File: src/design/hlv_map.vh
// register map, field positions, reset values and timing constants of the humidity limit evaluator
`ifndef HLV_MAP_VH
`define HLV_MAP_VH

// ----------------------------------------------------------------------------
// register byte offsets
// ----------------------------------------------------------------------------
`define HLV_CTRL_OFS      8'h00
`define HLV_STATUS_OFS    8'h04
`define HLV_HUMCFG_OFS    8'h08
`define HLV_CH_BASE_OFS   8'h10
`define HLV_CH_STRIDE     8'h10
`define HLV_LCFG_OFS      8'h00
`define HLV_LTHR_OFS      8'h04
`define HLV_LEFF_OFS      8'h08

// ----------------------------------------------------------------------------
// control register fields
// ----------------------------------------------------------------------------
`define HLV_CTRL_EN_BIT   0
`define HLV_CTRL_DL_BIT   1

// ----------------------------------------------------------------------------
// limit configuration fields
// ----------------------------------------------------------------------------
`define HLV_LC_FALL_BIT   0
`define HLV_LC_ASET_LSB   1
`define HLV_LC_ACLR_LSB   3
`define HLV_LC_SRC_LSB    5
`define HLV_LC_OND_LSB    7
`define HLV_LC_OFFD_LSB   11
`define HLV_LC_SOC_BIT    15
`define HLV_LC_CYC_LSB    16
`define HLV_LC_HYS_LSB    24

// ----------------------------------------------------------------------------
// encodings
// ----------------------------------------------------------------------------
`define HLV_ACT_NONE      2'h0
`define HLV_ACT_OFF       2'h1
`define HLV_ACT_ON        2'h2
`define HLV_SRC_CFG       2'h0
`define HLV_SRC_WIDE      2'h1
`define HLV_SRC_NARROW    2'h2
`define HLV_SRC_TEACH     2'h3

// ----------------------------------------------------------------------------
// reset values and timing
// ----------------------------------------------------------------------------
`define HLV_CTRL_RST      32'h0000_0000
`define HLV_LCFG_RST      32'h0000_0000
`define HLV_LTHR_RST      16'h1388
`define HLV_HUMCFG_RST    32'h0000_0000
`define HLV_RANGE_MAX     16'h2710
`define HLV_CLK_HZ        100000000
`define HLV_CYC_STEP_S    10
`define HLV_DBYTE_MAX     24'h0000ff

`endif

File: src/design/hlv_evaluator.v
// humidity limit value evaluator with AHB-Lite register slave
//
// Added by the designer: the register offsets and the AHB-Lite slave port.
`timescale 1ns/100ps
`default_nettype none
`include "hlv_map.vh"

module hlv_evaluator #(
    parameter NCH = 2,
    parameter CLK_HZ = `HLV_CLK_HZ
) (
    // clock and reset
    input wire CLK_SYS_I,
    input wire SYS_RST_I,
    // ahb-lite slave
    input wire HSEL_I,
    input wire [31:0] HADDR_I,
    input wire [1:0] HTRANS_I,
    input wire HWRITE_I,
    input wire [2:0] HSIZE_I,
    input wire [31:0] HWDATA_I,
    input wire HREADY_I,
    output reg [31:0] HRDATA_O,
    output wire HREADYOUT_O,
    output wire HRESP_O,
    // measured humidity, 0.01 %rh units
    input wire [15:0] HUM_VALUE_I,
    input wire HUM_VALID_I,
    // external threshold objects and teach pulses
    input wire [NCH-1:0] EXT_WR_I,
    input wire EXT_WIDE_I,
    input wire [15:0] EXT_DATA_I,
    input wire [NCH-1:0] TEACH_I,
    // outgoing telegrams
    output reg HUM_SEND_O,
    output reg [15:0] HUM_DATA_O,
    output reg [NCH-1:0] LIM_SEND_O,
    output reg [NCH-1:0] LIM_VALUE_O
);

// ----------------------------------------------------------------------------
// constants
// ----------------------------------------------------------------------------
localparam [31:0] TICK_MAX = CLK_HZ - 1;
localparam integer HYS10_I = `HLV_RANGE_MAX / 10;
localparam integer HYS15_I = (`HLV_RANGE_MAX * 3) / 20;
localparam integer HYS20_I = `HLV_RANGE_MAX / 5;
localparam integer CYC_STEP_I = `HLV_CYC_STEP_S;
localparam [15:0] HYS10 = HYS10_I[15:0];
localparam [15:0] HYS15 = HYS15_I[15:0];
localparam [15:0] HYS20 = HYS20_I[15:0];
localparam [11:0] CYC_STEP = CYC_STEP_I[11:0];

// switch delay table in seconds
function [11:0] dly_secs;
    input [3:0] sel;
    begin
        case (sel)
            4'h0: dly_secs = 12'd0;
            4'h1: dly_secs = 12'd1;
            4'h2: dly_secs = 12'd3;
            4'h3: dly_secs = 12'd5;
            4'h4: dly_secs = 12'd10;
            4'h5: dly_secs = 12'd15;
            4'h6: dly_secs = 12'd30;
            4'h7: dly_secs = 12'd60;
            4'h8: dly_secs = 12'd180;
            4'h9: dly_secs = 12'd300;
            4'ha: dly_secs = 12'd600;
            4'hb: dly_secs = 12'd900;
            4'hc: dly_secs = 12'd1800;
            default: dly_secs = 12'd3600;
        endcase
    end
endfunction

// ----------------------------------------------------------------------------
// seconds timebase
// ----------------------------------------------------------------------------
reg [31:0] div_q;
reg sec_tick_q;

always @(posedge CLK_SYS_I) begin
    if (SYS_RST_I) begin
        div_q <= 32'h0;
        sec_tick_q <= 1'b0;
    end else begin
        sec_tick_q <= (div_q == TICK_MAX);
        if (div_q == TICK_MAX) begin
            div_q <= 32'h0;
        end else begin
            div_q <= div_q + 32'h1;
        end
    end
end

// ----------------------------------------------------------------------------
// ahb-lite slave: zero wait states, always okay
// ----------------------------------------------------------------------------
reg wr_pend_q;
reg [7:0] wr_addr_q;
wire addr_ok = HSEL_I && HREADY_I && HTRANS_I[1];
wire wr_en = wr_pend_q;
wire [31:0] wdata = HWDATA_I;
reg [31:0] ctrl_q;
reg [31:0] humcfg_q;
wire [32*NCH-1:0] ch_rd_cfg;
wire [16*NCH-1:0] ch_rd_thr;
wire [16*NCH-1:0] ch_rd_eff;
reg [31:0] rd_mux;
integer k;

assign HREADYOUT_O = 1'b1;
assign HRESP_O = 1'b0;

always @* begin
    rd_mux = 32'h0;
    case (HADDR_I[7:0])
        `HLV_CTRL_OFS: rd_mux = {31'h0, ctrl_q[`HLV_CTRL_EN_BIT]};
        `HLV_STATUS_OFS: rd_mux = {8'h0, 2'h0, LIM_VALUE_O[1:0], 4'h0, HUM_VALUE_I};
        `HLV_HUMCFG_OFS: rd_mux = humcfg_q;
        default: rd_mux = 32'h0;
    endcase
    for (k = 0; k < NCH; k = k + 1) begin
        if (HADDR_I[7:0] == `HLV_CH_BASE_OFS + k * `HLV_CH_STRIDE + `HLV_LCFG_OFS) begin
            rd_mux = ch_rd_cfg[32*k +: 32];
        end
        if (HADDR_I[7:0] == `HLV_CH_BASE_OFS + k * `HLV_CH_STRIDE + `HLV_LTHR_OFS) begin
            rd_mux = {16'h0, ch_rd_thr[16*k +: 16]};
        end
        if (HADDR_I[7:0] == `HLV_CH_BASE_OFS + k * `HLV_CH_STRIDE + `HLV_LEFF_OFS) begin
            rd_mux = {16'h0, ch_rd_eff[16*k +: 16]};
        end
    end
end

// read data captured at the address phase, so it stands during the data phase
always @(posedge CLK_SYS_I) begin
    if (SYS_RST_I) begin
        wr_pend_q <= 1'b0;
        wr_addr_q <= 8'h0;
        HRDATA_O <= 32'h0;
    end else begin
        wr_pend_q <= addr_ok && HWRITE_I;
        if (addr_ok) begin
            wr_addr_q <= HADDR_I[7:0];
        end
        if (addr_ok && !HWRITE_I) begin
            HRDATA_O <= rd_mux;
        end
    end
end

// download strobe is a self-clearing bit of the control register
wire download = wr_en && (wr_addr_q == `HLV_CTRL_OFS) && wdata[`HLV_CTRL_DL_BIT];
wire sensor_on = ctrl_q[`HLV_CTRL_EN_BIT];

always @(posedge CLK_SYS_I) begin
    if (SYS_RST_I) begin
        ctrl_q <= `HLV_CTRL_RST;
        humcfg_q <= `HLV_HUMCFG_RST;
    end else begin
        if (wr_en && wr_addr_q == `HLV_CTRL_OFS) begin
            ctrl_q <= {31'h0, wdata[`HLV_CTRL_EN_BIT]};
        end
        if (wr_en && wr_addr_q == `HLV_HUMCFG_OFS) begin
            humcfg_q <= wdata;
        end
    end
end

// ----------------------------------------------------------------------------
// measured value object: difference and cyclic sending
// ----------------------------------------------------------------------------
reg [15:0] hum_last_q;
reg [11:0] hum_cyc_q;
wire [15:0] hum_diff = humcfg_q[15:0];
wire [7:0] hum_cyc_set = humcfg_q[23:16];
wire [15:0] hum_delta = (HUM_VALUE_I > hum_last_q) ? HUM_VALUE_I - hum_last_q : hum_last_q - HUM_VALUE_I;
wire hum_cyc_end = sec_tick_q && (hum_cyc_set != 8'h0) &&
    (hum_cyc_q + 12'h1 >= hum_cyc_set * CYC_STEP);
wire hum_diff_hit = HUM_VALID_I && (hum_diff != 16'h0) && (hum_delta >= hum_diff);

always @(posedge CLK_SYS_I) begin
    if (SYS_RST_I) begin
        hum_last_q <= 16'h0;
        hum_cyc_q <= 12'h0;
        HUM_SEND_O <= 1'b0;
        HUM_DATA_O <= 16'h0;
    end else begin
        HUM_SEND_O <= 1'b0;
        if (hum_cyc_end || hum_cyc_set == 8'h0) begin
            hum_cyc_q <= 12'h0;
        end else if (sec_tick_q) begin
            hum_cyc_q <= hum_cyc_q + 12'h1;
        end
        if (sensor_on && (hum_diff_hit || hum_cyc_end)) begin
            HUM_SEND_O <= 1'b1;
            HUM_DATA_O <= HUM_VALUE_I;
            hum_last_q <= HUM_VALUE_I;
        end
    end
end

// ----------------------------------------------------------------------------
// limit value channels
// ----------------------------------------------------------------------------
genvar g;
generate
for (g = 0; g < NCH; g = g + 1) begin : g_ch
    localparam integer BASE_I = `HLV_CH_BASE_OFS + g * `HLV_CH_STRIDE;
    localparam [7:0] BASE = BASE_I[7:0];
    reg [31:0] cfg_q;
    reg [15:0] thr_q;
    reg [15:0] ext_q;
    reg ext_valid_q;
    reg raw_q;
    reg obj_q;
    reg [11:0] dly_q;
    reg [11:0] cyc_q;
    wire fall = cfg_q[`HLV_LC_FALL_BIT];
    wire [1:0] act_set = cfg_q[`HLV_LC_ASET_LSB +: 2];
    wire [1:0] act_clr = cfg_q[`HLV_LC_ACLR_LSB +: 2];
    wire [1:0] src = cfg_q[`HLV_LC_SRC_LSB +: 2];
    wire soc = cfg_q[`HLV_LC_SOC_BIT];
    wire [7:0] cyc_set = cfg_q[`HLV_LC_CYC_LSB +: 8];
    wire [1:0] hys_sel = cfg_q[`HLV_LC_HYS_LSB +: 2];
    reg [15:0] hys;
    wire [23:0] narrow = ({16'h0, EXT_DATA_I[7:0]} * {8'h0, `HLV_RANGE_MAX}) / `HLV_DBYTE_MAX;
    wire [15:0] eff = (ext_valid_q && src != `HLV_SRC_CFG) ? ext_q : thr_q;
    wire [16:0] eff_hi = {1'b0, eff} + {1'b0, hys};
    wire [15:0] eff_lo = (eff > hys) ? eff - hys : 16'h0;
    wire above = HUM_VALUE_I > eff;
    wire below = HUM_VALUE_I < eff;
    wire set_cond = fall ? below : above;
    wire clr_cond = fall ? ({1'b0, HUM_VALUE_I} > eff_hi) : (HUM_VALUE_I < eff_lo);
    wire [1:0] act = raw_q ? act_set : act_clr;
    wire sendable = (act != `HLV_ACT_NONE);
    wire tgt = (act == `HLV_ACT_ON);
    wire pending = sendable && (tgt != obj_q);
    wire [11:0] dly_set = tgt ? dly_secs(cfg_q[`HLV_LC_OND_LSB +: 4]) : dly_secs(cfg_q[`HLV_LC_OFFD_LSB +: 4]);
    wire accept = pending && (dly_q >= dly_set);
    wire cyc_end = sec_tick_q && (cyc_set != 8'h0) && (cyc_q + 12'h1 >= cyc_set * CYC_STEP);
    wire ext_ok = EXT_WR_I[g] && ((src == `HLV_SRC_WIDE && EXT_WIDE_I) ||
        (src == `HLV_SRC_NARROW && !EXT_WIDE_I));

    always @* begin
        case (hys_sel)
            2'h1: hys = HYS10;
            2'h2: hys = HYS15;
            2'h3: hys = HYS20;
            default: hys = 16'h0;
        endcase
    end

    assign ch_rd_cfg[32*g +: 32] = {6'h0, cfg_q[25:0]};
    assign ch_rd_thr[16*g +: 16] = thr_q;
    assign ch_rd_eff[16*g +: 16] = eff;

    always @(posedge CLK_SYS_I) begin
        if (SYS_RST_I) begin
            cfg_q <= `HLV_LCFG_RST;
            thr_q <= `HLV_LTHR_RST;
            ext_q <= 16'h0;
            ext_valid_q <= 1'b0;
        end else begin
            if (wr_en && wr_addr_q == BASE + `HLV_LCFG_OFS) begin
                cfg_q <= {6'h0, wdata[25:0]};
            end
            if (wr_en && wr_addr_q == BASE + `HLV_LTHR_OFS) begin
                thr_q <= wdata[15:0];
            end
            // fresh reception beats a download in the same cycle
            if (ext_ok) begin
                ext_q <= EXT_WIDE_I ? EXT_DATA_I : narrow[15:0];
                ext_valid_q <= 1'b1;
            end else if (TEACH_I[g] && src == `HLV_SRC_TEACH) begin
                ext_q <= HUM_VALUE_I;
                ext_valid_q <= 1'b1;
            end else if (download) begin
                ext_valid_q <= 1'b0;
            end
        end
    end

    // hysteresis band holds raw state; sensor off freezes evaluation
    always @(posedge CLK_SYS_I) begin
        if (SYS_RST_I) begin
            raw_q <= 1'b0;
        end else if (sensor_on) begin
            if (set_cond) begin
                raw_q <= 1'b1;
            end else if (clr_cond) begin
                raw_q <= 1'b0;
            end
        end
    end

    // delay counter restarts whenever the pending target disappears
    always @(posedge CLK_SYS_I) begin
        if (SYS_RST_I) begin
            obj_q <= 1'b0;
            dly_q <= 12'h0;
            cyc_q <= 12'h0;
            LIM_SEND_O[g] <= 1'b0;
            LIM_VALUE_O[g] <= 1'b0;
        end else begin
            LIM_SEND_O[g] <= 1'b0;
            if (!pending || accept) begin
                dly_q <= 12'h0;
            end else if (sec_tick_q) begin
                dly_q <= dly_q + 12'h1;
            end
            if (cyc_end || cyc_set == 8'h0) begin
                cyc_q <= 12'h0;
            end else if (sec_tick_q) begin
                cyc_q <= cyc_q + 12'h1;
            end
            if (accept) begin
                obj_q <= tgt;
            end
            if (accept && soc) begin
                LIM_SEND_O[g] <= 1'b1;
                LIM_VALUE_O[g] <= tgt;
            end else if (cyc_end && sendable) begin
                // silent acceptance must not swallow a cyclic slot
                LIM_SEND_O[g] <= 1'b1;
                LIM_VALUE_O[g] <= accept ? tgt : obj_q;
            end
        end
    end
end
endgenerate

endmodule // hlv_evaluator
`default_nettype wire

File: config.mk
export PLATFORM = sky130hd
export DESIGN_NAME = hlv_evaluator
export DESIGN_NICKNAME = d
export VERILOG_FILES = /design/src/design/hlv_evaluator.v
export VERILOG_INCLUDE_DIRS = /design/src /design/src/design
export SDC_FILE = /design/constraint.sdc
export NUM_CORES = 1
export LEC_CHECK = 0
export ABC_AREA = 1
export BUFFER_PORTS_ARGS = -buffer_cell sky130_fd_sc_hd__buf_4
export CORE_MARGIN = 1
export CORE_UTILIZATION = 25
export DETAILED_ROUTE_END_ITERATION = 12
export GPL_TIMING_DRIVEN = 1
export PLACE_DENSITY_LB_ADDON = 0.1
export SLEW_MARGIN = 20
export SYNTH_ARGS = -nofsm -noshare
export SYNTH_HDL_FRONTEND = slang
export SYNTH_SLANG_ARGS = --single-unit
export TNS_END_PERCENT = 10
File: constraint.sdc
create_clock -name CLK_SYS_I -period 26.1 [get_ports CLK_SYS_I]
set_input_delay 2.61 -clock CLK_SYS_I [delete_from_list [all_inputs] [get_ports CLK_SYS_I]]
set_output_delay 2.61 -clock CLK_SYS_I [all_outputs]
set_load 0.01 [all_outputs]
==> parameters.txt <==
Parameter                              Value

Placed design
  Global placer's final weighted congestion ... 0.827
  Total half-perimeter wirelength after legalization and detailed placement ... 82.4 mm
  Number of buffer cells added on primary ports ... 136

Logic synthesis
  Count of cell types in the netlist ... 70
  Cell taking the most area after synthesis ... sky130_fd_sc_hd__dfxtp_1
  Post-Syn Nets ... 4549
  Synthesized cell area ... 28200 sq um
  Register bit count reported by yosys ... 358
  Post-synth EDFFs ... 0
  Synth top area share ... 25.4%
  Post-Synthesis Mean Instance Area ... 6.93 sq um
  Synth top cells by count ... 775 x sky130_fd_sc_hd__nand2_1, 558 x sky130_fd_sc_hd__inv_1, 364 x sky130_fd_sc_hd__nor2_1, 358 x sky130_fd_sc_hd__dfxtp_1, 342 x sky130_fd_sc_hd__ha_1
  Dominant register cell in the synthesized netlist ... sky130_fd_sc_hd__dfxtp_1
  Top area cells in the synthesized netlist ... sky130_fd_sc_hd__dfxtp_1 25%, sky130_fd_sc_hd__ha_1 15%, sky130_fd_sc_hd__nand2_1 10%, sky130_fd_sc_hd__inv_1 7.4%, sky130_fd_sc_hd__a21oi_1 5.9%
  Number of warning messages in the yosys log ... 0
  Seq/Total Area, Yosys ... 25.4%
  Synth async-reset ratio ... 0%
  Count of mapped cells out of synthesis ... 4074
  Most repeated cell in the gate-level netlist after synthesis ... sky130_fd_sc_hd__nand2_1

Cells and area
  NumNets Final ... 4649
  Sequential cell area ... 7170 sq um
  Number of fill cells ... 12300
  Proportion of layout cells with a drive suffix above 1 ... 9.55%
  Core occupancy in the finished layout ... 29.1%
  Area taken by multi-input logic gates ... 18400 sq um
  Area growth from synthesis to final layout ... 14.8%

Route
  Detailed Routing Iterations Pass 1 ... 5
  Detailed-route wire length per cell ... 18.6 um
  Drt via density ... 4.67
  Final routed DRC violation total ... 0
  Via total after detailed routing ... 26600
  Antenna-violating nets left ... 0
  Final Routed Wirelength ... 106 mm
  Number of DRC markers in iteration 0 ... 1415

STA
  Final count of hold timing violations ... 0
  Top achievable clock speed ... 0.0653 GHz
  Unrepaired setup endpoints after global routing ... false
  Setup TNS after final layout ... 0 ns
  Transition at the pin with the smallest max-transition slack ... 1.13 ns
  Pins over their slew limit ... 0
  Shortest period the worst path allows ... 15.32 ns
  Largest clock skew in the final design ... 0.0350 ns
  Final clock period utilization by the worst path ... 58.7%
  Final setup violation count ... 0
  Worst max-slew margin expressed relative to the limit ... 24.0%

Floorplan
  Rows ... 122
  I/O pin total ... 167
  Area of the core ... 111000 sq um
  DIE HEIGHT ... 338 um
  Die Wd ... 338 um
  Area of the die ... 114000 sq um
  Initial core utilization ... 25.4%

Setup path
  Worst Path Arrival ... 15.78 ns
  Cell with the largest stage delay on the worst path ... sky130_fd_sc_hd__fa_1
  Critical Path Max Stage Delay ... 0.55 ns
  Required time of the worst setup path ... 26.56 ns
  Top fanout value on the critical path ... 14
  Most Frequent Cell on Critical Path ... sky130_fd_sc_hd__nand2_1
  Worst Setup End Kind ... flop
  Critical path class ... in -> reg
  Setup crit start kind ... primary input

Clock network
  Clock insertion delay at the later pin of the skew report ... 0.62 ns
  Number of resized instances in the post-cts repair step ... 0
  Sink Count ... 358
  Total number of H-tree levels ... 2
  Worst-case clock buffer depth ... 3
  Number of buffers added by the clock tree synthesis step ... 48
  Number of buffers inserted for hold repair after clock tree synthesis ... 0
  TritonCTS clock tree ... yes
  Number of buffers added for setup after CTS ... 0
  Clock transition at the registers of the reported paths ... 0.06 ns
  Root Driver ... sky130_fd_sc_hd__clkbuf_16

Global route
  Met3 track utilization from global routing ... 2.17%
  GRT busiest layer ... met2
  Global routing met2 resource utilization ... 31.4%
  Global-route wire length before repair ... 160 mm
  Largest net degree at the start of global routing ... 74
  Overall overflow remaining after global route ... 0
  GRT Util Overall ... 18.1%
  Via count of the first global-routing pass ... 26200
  Fraction of met1 tracks used by global routing ... 23.6%
  Initial antenna violation count ... 5

Outcome
  Outcome ... complete, no violations

Run
  Max_cap viols ... 0

Hold path
  Class of the worst hold path ... reg -> reg
-- kinds of logic after synthesis --
| family | Yosys count | share of synthesized area (%) |
|---|---|---|
| multiplexers | 27 | 0.966 |
| buffers and inverters | 697 | 9.48 |
| AO/OA/AOI/OAI | 864 | 17.6 |
| other | 2 | 0.0266 |
| XOR/XNOR | 119 | 3.76 |
| adder cells (fa/ha/maj) | 363 | 16.6 |
| AND/OR/NAND/NOR | 1644 | 26.2 |
| flip-flops | 358 | 25.4 |
-- worst max-delay path: cells and delay by family --
kind	cells	cell delay, ns
AO/OA/AOI/OAI	3	0.38
adder cells (fa/ha/maj)	8	2.78
buffers and inverters	11	1.38
AND/OR/NAND/NOR	67	8.60
-- path summary, 6_finish.rpt --
kind | start | slack [ns] | cells after the start | end
worst max-delay path | EXT_DATA_I[2] | 10.78 | 89 | g_ch[1].ext_q[0]$_SDFFE_PP0P_
worst min register to register | div_q[0]$_SDFF_PP0_ | 0.45 | 1 | div_q[0]$_SDFF_PP0_
worst min-delay path | div_q[0]$_SDFF_PP0_ | 0.45 | 1 | div_q[0]$_SDFF_PP0_
worst max register to register | hum_last_q[1]$_SDFFE_PP0P_ | 20.23 | 30 | hum_last_q[2]$_SDFFE_PP0P_
-- per-layer routing --
metal | vias up | share of wire [%] | wire length [um]
met2 | 411 | 48 | 50300
met5 | - | 0.012 | 13
met4 | 2 | 2.2 | 2370
met3 | 116 | 3.6 | 3810
met1 | 12300 | 47 | 49300
li1 | 13800 | - | -
-- cell usage in the layout (no fill, tap or decap), types with 17 or more instances in the layout --
cell	synthesis	final
sky130_fd_sc_hd__inv_2	17	17
sky130_fd_sc_hd__nand3_1	185	185
sky130_fd_sc_hd__nor2_1	364	361
sky130_fd_sc_hd__ha_1	342	342
sky130_fd_sc_hd__nand2_1	775	773
sky130_fd_sc_hd__nor3_1	83	82
sky130_fd_sc_hd__a211oi_1	51	51
sky130_fd_sc_hd__o221ai_1	24	24
sky130_fd_sc_hd__o22ai_1	22	22
sky130_fd_sc_hd__o211ai_1	39	39
sky130_fd_sc_hd__o21ai_1	22	21
sky130_fd_sc_hd__nor2_2	20	22
sky130_fd_sc_hd__or2_2	19	19
sky130_fd_sc_hd__dfxtp_1	358	357
sky130_fd_sc_hd__fa_1	21	21
sky130_fd_sc_hd__inv_1	558	557
sky130_fd_sc_hd__xnor2_1	37	37
sky130_fd_sc_hd__a21oi_1	334	334
sky130_fd_sc_hd__o21bai_1	30	30
sky130_fd_sc_hd__o21ai_0	258	257
sky130_fd_sc_hd__buf_4	3	168
sky130_fd_sc_hd__nand4_1	55	55
sky130_fd_sc_hd__xor2_1	81	81
sky130_fd_sc_hd__nand2_2	38	40
sky130_fd_sc_hd__clkbuf_16	0	50
sky130_fd_sc_hd__mux2i_1	25	25
sky130_fd_sc_hd__a31oi_1	36	36
sky130_fd_sc_hd__nor4_1	28	28
-- layout make-up --
class / instances / share of cell area (%)
multi-input combinational: 3019 / 56.8
inverter: 579 / 6.71
timing repair buffer: 168 / 3.89
clock buffer: 65 / 4.15
clock inverter: 20 / 0.556
tap: 1488 / 5.74
sequential: 358 / 22.1
antenna: 3 / 0.0231
-- through the flow --
stage | instance area, sq um | hold slack (ns) | setup slack (ns) | std cells
after floorplan | 28200 | 0.418 | 12.93 | 4074
after global routing | 32400 | 0.481 | 9.18 | 5699
after detailed placement | 30900 | 0.437 | 10.09 | 5612
after global placement | 30900 | 0.431 | 10.0 | 5612
final | 32400 | 0.452 | 10.78 | 5700
after CTS | 32400 | 0.453 | 10.71 | 5697
Power is left out: the tool's default activity adds up to more than one toggle a clock period on the data nets, which glitch-free logic cannot reach.
